`src/hw/iox_pkg.sv`:
```
// Function
// - address 0x20 strap low, 0x21 strap high
// - address lsb one reads, zero writes
// - byte after write address loads command pointer
// - pointer picks input, latch, polarity, direction
// - master acks for more, nack ends, release
// - read before any command byte is nacked
// - input register shows live pins, ignores writes
// - latch resets ones, drives output pins only
// - polarity bit one inverts reported input level
// - direction one is input, zero output, resets ones
// - input pin change asserts active low interrupt
// - interrupt clears on return or input read
// - low reset pin returns all state defaults
package iox_pkg;

  // ---------------------------------------------------------------
  // bus address
  // ---------------------------------------------------------------
  localparam logic [6:0] IOX_ADDR_BASE   = 7'h20;  // strap adds bit 0
  localparam int         IOX_RW_BIT      = 0;      // direction bit position
  localparam logic [3:0] IOX_BYTE_BITS   = 4'h8;   // bits per byte
  localparam logic [3:0] IOX_CNT_ZERO    = 4'h0;
  localparam logic [3:0] IOX_CNT_ONE     = 4'h1;

  // ---------------------------------------------------------------
  // register pointer values
  // ---------------------------------------------------------------
  localparam logic [1:0] IOX_PTR_INPUT   = 2'h0;   // pin_input_levels
  localparam logic [1:0] IOX_PTR_LATCH   = 2'h1;   // output_latch
  localparam logic [1:0] IOX_PTR_POL     = 2'h2;   // input_polarity_invert
  localparam logic [1:0] IOX_PTR_DIR     = 2'h3;   // pin_direction
  localparam int         IOX_PTR_SEL_HI  = 1;      // pointer select field msb

  // ---------------------------------------------------------------
  // reset values
  // ---------------------------------------------------------------
  localparam logic [7:0] IOX_LATCH_RST   = 8'hFF;
  localparam logic [7:0] IOX_POL_RST     = 8'h00;
  localparam logic [7:0] IOX_DIR_RST     = 8'hFF;
  localparam logic [7:0] IOX_PTR_RST     = 8'h00;

  // ---------------------------------------------------------------
  // bus state machine
  // ---------------------------------------------------------------
  typedef enum logic [3:0] {
    IOX_IDLE,
    IOX_ADDR,
    IOX_AACK,
    IOX_CMD,
    IOX_WDATA,
    IOX_WACK,
    IOX_RDATA,
    IOX_RACK,
    IOX_IGNORE
  } iox_state_t;

endpackage : iox_pkg

```
`src/hw/iox_top.sv`:
```
module iox_top (
  // clock and reset
  input  wire logic       sys_clk_in,
  input  wire logic       reset_in,
  // device reset pin and address strap
  input  wire logic       reset_n_in,
  input  wire logic       addr_strap_in,
  // serial bus
  input  wire logic       scl_in,
  input  wire logic       sda_in,
  output logic            sda_out,
  output logic            sda_oe_out,
  // parallel port
  input  wire logic [7:0] port_pin_in,
  output logic      [7:0] port_pin_out,
  output logic      [7:0] port_pin_oe_out,
  // interrupt, open drain
  output logic            int_n_out,
  output logic            int_n_oe_out
);

  // ---------------------------------------------------------------
  // input synchronisers
  // ---------------------------------------------------------------
  logic [1:0] scl_sync_reg;     // [0] only feeds [1]
  logic [1:0] sda_sync_reg;
  logic [1:0] rstn_sync_reg;
  logic [1:0] strap_sync_reg;
  logic [7:0] pin_meta_reg;     // first stage, feeds pin_sync_reg only
  logic [7:0] pin_sync_reg;
  logic       scl_prev_reg;     // for edge detection
  logic       sda_prev_reg;

  // two flops on every outside level except reset_in before any logic looks at it
  always_ff @(posedge sys_clk_in) begin
    scl_sync_reg   <= {scl_sync_reg[0], scl_in};
    sda_sync_reg   <= {sda_sync_reg[0], sda_in};
    rstn_sync_reg  <= {rstn_sync_reg[0], reset_n_in};
    strap_sync_reg <= {strap_sync_reg[0], addr_strap_in};
    pin_meta_reg   <= port_pin_in;
    pin_sync_reg   <= pin_meta_reg;
  end

  // ---------------------------------------------------------------
  // internal reset
  // ---------------------------------------------------------------
  logic rst;                    // system reset or device reset pin low

  // pin reset holds every register at default while low
  assign rst = reset_in | ~rstn_sync_reg[1];

  // ---------------------------------------------------------------
  // bus event detection
  // ---------------------------------------------------------------
  logic scl_rise;
  logic scl_fall;
  logic bus_start;
  logic bus_stop;

  // previous samples of the synchronised lines
  always_ff @(posedge sys_clk_in) begin
    if (rst) begin
      scl_prev_reg <= 1'b1;
      sda_prev_reg <= 1'b1;
    end else begin
      scl_prev_reg <= scl_sync_reg[1];
      sda_prev_reg <= sda_sync_reg[1];
    end
  end

  // data moving while clock is high marks start and stop
  assign scl_rise  =  scl_sync_reg[1] & ~scl_prev_reg;
  assign scl_fall  = ~scl_sync_reg[1] &  scl_prev_reg;
  assign bus_start =  scl_sync_reg[1] & scl_prev_reg & ~sda_sync_reg[1] & sda_prev_reg;
  assign bus_stop  =  scl_sync_reg[1] & scl_prev_reg & sda_sync_reg[1] & ~sda_prev_reg;

  // ---------------------------------------------------------------
  // registers and their view
  // ---------------------------------------------------------------
  logic [7:0] output_latch_reg;          // drives output pins
  logic [7:0] input_polarity_invert_reg; // inverts reported input levels
  logic [7:0] pin_direction_reg;         // one is input
  logic [7:0] register_pointer_reg;      // last command byte
  logic       pointer_loaded_reg;        // a command byte has been taken
  logic [7:0] pin_input_levels;          // live pins after polarity
  logic [7:0] read_byte;                 // register chosen by pointer
  logic [1:0] ptr_sel;

  // input view follows the pins whatever their direction
  assign pin_input_levels = pin_sync_reg ^ input_polarity_invert_reg;
  assign ptr_sel          = register_pointer_reg[iox_pkg::IOX_PTR_SEL_HI:0];

  // read multiplexer, only the low pointer bits choose
  always_comb begin
    if (ptr_sel == iox_pkg::IOX_PTR_INPUT) begin
      read_byte = pin_input_levels;
    end else if (ptr_sel == iox_pkg::IOX_PTR_LATCH) begin
      read_byte = output_latch_reg;                  // latch, not pins
    end else if (ptr_sel == iox_pkg::IOX_PTR_POL) begin
      read_byte = input_polarity_invert_reg;
    end else begin
      read_byte = pin_direction_reg;
    end
  end

  // ---------------------------------------------------------------
  // bus state machine
  // ---------------------------------------------------------------
  iox_pkg::iox_state_t state_reg;
  logic [3:0]          bit_cnt_reg;      // bits taken or sent in this byte
  logic [7:0]          rx_shift_reg;     // incoming byte
  logic [7:0]          tx_shift_reg;     // outgoing byte, msb first
  logic                read_dir_reg;     // current transfer reads
  logic                master_nack_reg;  // master left ack bit high
  logic                sda_oe_reg;       // pulling data low
  logic                write_strobe;     // data byte complete in write
  logic                input_read_ack;   // ack clock of input read
  logic [6:0]          own_addr;
  localparam int       IOX_RW_BIT_IDX = iox_pkg::IOX_RW_BIT;  // direction bit of address byte

  // strap picks the lowest address bit
  assign own_addr = {iox_pkg::IOX_ADDR_BASE[6:1], strap_sync_reg[1]};

  // byte complete strobes for the register and interrupt logic
  assign write_strobe   = (state_reg == iox_pkg::IOX_WDATA) & scl_fall &
                          (bit_cnt_reg == iox_pkg::IOX_BYTE_BITS);
  assign input_read_ack = (state_reg == iox_pkg::IOX_RACK) & scl_rise &
                          (ptr_sel == iox_pkg::IOX_PTR_INPUT);

  // sequencing of address, command, data and ack bits
  always_ff @(posedge sys_clk_in) begin
    if (rst) begin
      state_reg       <= iox_pkg::IOX_IDLE;
      bit_cnt_reg     <= iox_pkg::IOX_CNT_ZERO;
      rx_shift_reg    <= 8'h00;
      tx_shift_reg    <= 8'h00;
      read_dir_reg    <= 1'b0;
      master_nack_reg <= 1'b0;
      sda_oe_reg      <= 1'b0;
    end else if (bus_start) begin
      // start or repeated start from any state
      state_reg   <= iox_pkg::IOX_ADDR;
      bit_cnt_reg <= iox_pkg::IOX_CNT_ZERO;
      sda_oe_reg  <= 1'b0;
    end else if (bus_stop) begin
      state_reg  <= iox_pkg::IOX_IDLE;
      sda_oe_reg <= 1'b0;
    end else begin
      case (state_reg)
        // address and incoming bytes sample on the rising clock
        iox_pkg::IOX_ADDR, iox_pkg::IOX_CMD, iox_pkg::IOX_WDATA: begin
          if (scl_rise) begin
            rx_shift_reg <= {rx_shift_reg[6:0], sda_sync_reg[1]};
            bit_cnt_reg  <= bit_cnt_reg + iox_pkg::IOX_CNT_ONE;
          end else if (scl_fall && bit_cnt_reg == iox_pkg::IOX_BYTE_BITS) begin
            bit_cnt_reg <= iox_pkg::IOX_CNT_ZERO;
            if (state_reg == iox_pkg::IOX_ADDR) begin
              // reads are refused until a command byte exists
              if (rx_shift_reg[7:1] == own_addr &&
                  (!rx_shift_reg[IOX_RW_BIT_IDX] || pointer_loaded_reg)) begin
                read_dir_reg <= rx_shift_reg[IOX_RW_BIT_IDX];
                sda_oe_reg   <= 1'b1;
                state_reg    <= iox_pkg::IOX_AACK;
              end else begin
                state_reg <= iox_pkg::IOX_IGNORE;
              end
            end else begin
              // command and data bytes are always acknowledged
              sda_oe_reg <= 1'b1;
              state_reg  <= iox_pkg::IOX_WACK;
            end
          end
        end
        // address ack ends; read sends first bit at once
        iox_pkg::IOX_AACK: begin
          if (scl_fall) begin
            if (read_dir_reg) begin
              tx_shift_reg <= {read_byte[6:0], 1'b0};
              sda_oe_reg   <= ~read_byte[7];
              bit_cnt_reg  <= iox_pkg::IOX_CNT_ONE;
              state_reg    <= iox_pkg::IOX_RDATA;
            end else begin
              sda_oe_reg <= 1'b0;
              state_reg  <= iox_pkg::IOX_CMD;   // next byte is command
            end
          end
        end
        // write ack ends; further bytes go to the same register
        iox_pkg::IOX_WACK: begin
          if (scl_fall) begin
            sda_oe_reg <= 1'b0;
            state_reg  <= iox_pkg::IOX_WDATA;
          end
        end
        // outgoing bits change on the falling clock
        iox_pkg::IOX_RDATA: begin
          if (scl_fall) begin
            if (bit_cnt_reg == iox_pkg::IOX_BYTE_BITS) begin
              sda_oe_reg <= 1'b0;               // master drives ack
              state_reg  <= iox_pkg::IOX_RACK;
            end else begin
              sda_oe_reg   <= ~tx_shift_reg[7];
              tx_shift_reg <= {tx_shift_reg[6:0], 1'b0};
              bit_cnt_reg  <= bit_cnt_reg + iox_pkg::IOX_CNT_ONE;
            end
          end
        end
        // master ack asks for more, nack releases the line
        iox_pkg::IOX_RACK: begin
          if (scl_rise) begin
            master_nack_reg <= sda_sync_reg[1];
          end else if (scl_fall) begin
            if (master_nack_reg) begin
              sda_oe_reg <= 1'b0;
              state_reg  <= iox_pkg::IOX_IGNORE;
            end else begin
              // pointer is not advanced, same register again
              tx_shift_reg <= {read_byte[6:0], 1'b0};
              sda_oe_reg   <= ~read_byte[7];
              bit_cnt_reg  <= iox_pkg::IOX_CNT_ONE;
              state_reg    <= iox_pkg::IOX_RDATA;
            end
          end
        end
        // waits for start or stop with the line released
        default: begin
          sda_oe_reg <= 1'b0;
        end
      endcase
    end
  end

  // ---------------------------------------------------------------
  // command pointer
  // ---------------------------------------------------------------
  // byte after an acknowledged write address; kept until replaced
  always_ff @(posedge sys_clk_in) begin
    if (rst) begin
      register_pointer_reg <= iox_pkg::IOX_PTR_RST;
      pointer_loaded_reg   <= 1'b0;
    end else if (state_reg == iox_pkg::IOX_CMD && scl_fall &&
                 bit_cnt_reg == iox_pkg::IOX_BYTE_BITS) begin
      register_pointer_reg <= rx_shift_reg;
      pointer_loaded_reg   <= 1'b1;
    end
  end

  // ---------------------------------------------------------------
  // writable registers
  // ---------------------------------------------------------------
  // writes to the input view fall through and change nothing
  always_ff @(posedge sys_clk_in) begin
    if (rst) begin
      output_latch_reg          <= iox_pkg::IOX_LATCH_RST;
      input_polarity_invert_reg <= iox_pkg::IOX_POL_RST;
      pin_direction_reg         <= iox_pkg::IOX_DIR_RST;
    end else if (write_strobe) begin
      if (ptr_sel == iox_pkg::IOX_PTR_LATCH) begin
        output_latch_reg <= rx_shift_reg;
      end else if (ptr_sel == iox_pkg::IOX_PTR_POL) begin
        input_polarity_invert_reg <= rx_shift_reg;
      end else if (ptr_sel == iox_pkg::IOX_PTR_DIR) begin
        pin_direction_reg <= rx_shift_reg;
      end
    end
  end

  // ---------------------------------------------------------------
  // change detection and interrupt
  // ---------------------------------------------------------------
  logic [7:0] pin_snapshot_reg;  // levels last reported or at reset
  logic       snap_valid_reg;    // snapshot taken after reset
  logic [7:0] pin_changed;
  logic       int_active_reg;

  // snapshot taken after reset release and at each input read ack;
  // a change inside that ack clock can be lost, as accepted
  always_ff @(posedge sys_clk_in) begin
    if (rst) begin
      pin_snapshot_reg <= 8'h00;
      snap_valid_reg   <= 1'b0;
    end else if (!snap_valid_reg || input_read_ack) begin
      pin_snapshot_reg <= pin_sync_reg;
      snap_valid_reg   <= 1'b1;
    end
  end

  // only input pins compare; returning to snapshot clears by itself
  assign pin_changed = (pin_sync_reg ^ pin_snapshot_reg) & pin_direction_reg;

  // registered so the pin output cannot glitch
  always_ff @(posedge sys_clk_in) begin
    if (rst) begin
      int_active_reg <= 1'b0;
    end else begin
      int_active_reg <= snap_valid_reg & (|pin_changed);
    end
  end

  // ---------------------------------------------------------------
  // outputs
  // ---------------------------------------------------------------
  // open drain lines only ever pull low
  assign sda_out         = 1'b0;
  assign sda_oe_out      = sda_oe_reg;
  assign int_n_out       = 1'b0;
  assign int_n_oe_out    = int_active_reg;
  // latch drives only pins whose direction bit is zero
  assign port_pin_out    = output_latch_reg;
  assign port_pin_oe_out = ~pin_direction_reg;

endmodule : iox_top
```
`config.mk`:
```
export PLATFORM = sky130hd
export DESIGN_NAME = iox_top
export DESIGN_NICKNAME = d
export VERILOG_FILES = /design/src/hw/iox_pkg.sv /design/src/hw/iox_top.sv
export SDC_FILE = /design/constraint.sdc
export NUM_CORES = 1
export LEC_CHECK = 0
export ABC_AREA = 0
export BUFFER_PORTS_ARGS = -buffer_cell sky130_fd_sc_hd__buf_2
export CAP_MARGIN = 25
export CORE_ASPECT_RATIO = 2
export CORE_MARGIN = 5
export CORE_UTILIZATION = 53
export DETAILED_ROUTE_END_ITERATION = 10
export PLACE_DENSITY_LB_ADDON = 0.12
export SLEW_MARGIN = 40
export SYNTH_ARGS = -nofsm -noshare
export SYNTH_HDL_FRONTEND = slang
export SYNTH_SLANG_ARGS = --single-unit
```
`constraint.sdc`:
```
create_clock -name sys_clk_in -period 1.75 [get_ports sys_clk_in]
set_input_delay 0.0875 -clock sys_clk_in [delete_from_list [all_inputs] [get_ports sys_clk_in]]
set_output_delay 0.0875 -clock sys_clk_in [all_outputs]
set_load 0.02 [all_outputs]
```
==> out/results.ini <==
[worst_setup_path]
cp_slowest_cell = or4_1
end_kind = register
critPathRequiredTime_ns = 1.98
cp_max_fo = 13
arrival_ns = 2.14
reg2reg_depth = 7
r2r-start = state_reg[2]
worst_path_most_repeated_cell = buf_4
critPathLaunchType = register
worstSetupPathType = reg2reg
critical-path-max-stage-delay_ns = 0.50
crit_family = simple AND/OR/NAND/NOR gates
worst-path-buf-inv = 2
reg2reg_setup_slack_ns = -0.16
reg2reg_to = state_reg[1]
path_cells = buf_4 > mux2i_1 > a2111oi_4 > buf_4 > or4_1 > a21oi_1 > nor2_1

[timing]
skew_ns = 0.005577
period_minus_slack_ns = 1.914
fmax_mhz = 522.3
rsz0062_at_grt = true
finalCritPeriodShare_pct = 109.4
setup_violations = 13
hold_violations = 0
finalWorstSetupSlack_ns = -0.1644
drv_slew = 0
holdWs_ns = 0.3265

[global_routing]
grt_first_pass_wirelength_mm = 16.86
overflow = 0
grt_start_max_net_pins = 32
grt_pass1_vias = 3521
grt_usage_pct = 22.66
antenna_found_initial = 0

[power]
power_mw = 4.567
power_leakage_nw = 2.284
max-vdd-ir-drop_uv = 792.4
p_per_area_mw_per_mm2 = 854.7

[outcome]
violations = negative setup slack
status = finished with violations

[yosys]
synth_edf_count = 0
netlist_area_sq_mm = 0.003969
async_flop_share_pct = 0
synth_top_area_share_pct = 44.89
syn_inst = 428
synth_common_cells = 89 x dfxtp_1, 51 x mux2i_1, 48 x nand2_1
yosys_register_bits = 89
synth_ff_type = dfxtp_1
synth.avg_cell_area_sq_um = 9.273
ys_top_cells_by_area = dfxtp_1 45%, mux2i_1 13%, nand2_1 4.5%
yosysWarnings = 0
yosys.area.top_type = dfxtp_1
netlist-cell-type-count = 54
post-synth-top-count-cell = dfxtp_1
yosysSeqAreaShare_pct = 44.89

[place]
portBuffers = 31
hpwl_mm = 7.606
globalplace.congestion = 0.9582
dp.cells = 581
dpl-instance-area_sq_mm = 0.004552

[cts]
cts_buffers = 9
clk_path_buf_depth = 2
clkLatencyLatePin_ns = 0.34
cts_root_buffer = clkbuf_16
path_clk_slew_ns = 0.06
clock_sinks = 89
htreeDepth = 3
cts_tree = done

[die]
ios = 34
row_count = 44
start_util_pct = 54.61
die_h_microns = 132.4
die-area_sq_mm = 0.009424
core_area_sq_mm = 0.007267
die_w_microns = 71.19

[drt]
vias = 3510
viasPerCell = 5.680
drtPass1Iterations = 7
first_iter_violations = 230
drtAntennaViolNets = 0
wirelength_mm = 10.79
drc = 0
routedWlPerCell_microns = 17.46

[worst_hold_path]
min-delay-path-class = reg2reg
worstHoldStart = rstn_sync_reg[0]
hold_path_depth = 0
min_to = rstn_sync_reg[1]

[finish]
nFillCells = 573
final_area_sq_mm = 0.005343
fin_nets = 541
num_antenna_cells = 0
area_growth_pct = 34.62
fin_cells = 618
layout-drive-gt1-share_pct = 29.66

[flow_run]
max-cap-violations = 0

==> layout by cell type (no fill, tap or decap), types with 3 or more instances in the layout <==
cell type and n:
ha_1 5, nor2b_1 5, bufinv_16 3, nor3_1 7
o211ai_1 9, nor2_1 38, xor2_1 4, buf_6 5
a21oi_1 8, xnor2_1 15, o21ai_0 15, buf_4 59
nand3b_1 6, o21ai_1 5, mux2i_1 50, a221oi_1 3
dfxtp_2 4, dlygate4sd3_1 12, o22ai_1 3, buf_2 31
a31oi_1 6, a21oi_2 3, inv_1 13, nand2_1 47
dfxtp_1 84, clkbuf_16 9, nand2b_1 5, nand3_1 7
==> kinds of logic after synthesis <==
logic type | synth area share (%)
mux | 12.86
other cells | 0.09449
fa+ha+maj | 1.892
compound gates | 12.61
buf+inv | 5.139
flops | 44.89
xor+xnor | 4.193
simple gates | 18.32
==> what timing repair did <==
item | CTS | global route
pin swaps | 9 | 10
endpoints found under the setup margin | 41 | 50
hold buffers | 12 | 0
buffers inserted | 3 | 6
hold endpoints to repair | 12 | 0
resized for setup | 14 | 47
==> how the worst max path moves through the flow <==
stage | start | to | slack [ns] | cells past startpoint
after CTS | bit_cnt_reg[1] | state_reg[1] | -0.04 | 8
final | state_reg[2] | state_reg[1] | -0.16 | 7
after global routing | state_reg[1] | state_reg[1] | -0.20 | 7
after floorplan | state_reg[0] | state_reg[0] | 0.009 | 6
after detailed placement | bit_cnt_reg[0] | read_dir_reg | -0.12 | 8
after global placement | bit_cnt_reg[0] | state_reg[1] | -0.08 | 8
==> worst register-to-register path, cell delays in order (launching register included) <==
cell	delay [ns]
dfxtp_2	0.33
buf_4	0.18
mux2i_1	0.24
a2111oi_4	0.14
buf_4	0.17
or4_1	0.50
a21oi_1	0.18
nor2_1	0.06
==> per-stage QoR <==
stage / setup TNS (ns) / setup WS, ns / utilization, %
5_1_grt: -2.852 / -0.2050 / 73.52
3_5_place_dp: -0.6007 / -0.1173 / 62.64
6_report: -0.8591 / -0.1644 / 73.52
2_1_floorplan: 0 / 0.008707 / -
4_1_cts: -0.08972 / -0.03690 / 69.89
3_3_place_gp: -0.4002 / -0.08020 / 62.64
==> cell type report <==
cell class / count / area, sq um / share of cell area (%)
clock buffers: 10 / 229.0 / 4.286
clock inverters: 6 / 115.1 / 2.155
repair buffers: 109 / 814.5 / 15.25
well taps: 92 / 115.1 / 2.155
multi-input cells: 297 / 2222 / 41.59
flip-flops and latches: 89 / 1790 / 33.51
inverters: 15 / 56.30 / 1.054
==> layer usage <==
metal	share of wire, %	track usage [%]	vias to the layer above	routed length (microns)
met5	0	0	-	0
met4	4.8	12.87	0	513
met3	3.6	3.359	38	385
met2	55	41.96	125	5931
met1	37	23.15	1672	3959
li1	-	-	1675	-
==> power by group <==
group | internal, mW | switching (mW)
logic | 0.132 | 0.138
clock network | 1.41 | 0.795
registers | 2.07 | 0.0283
No activity file was read; power rests on OpenSTA's default activity.
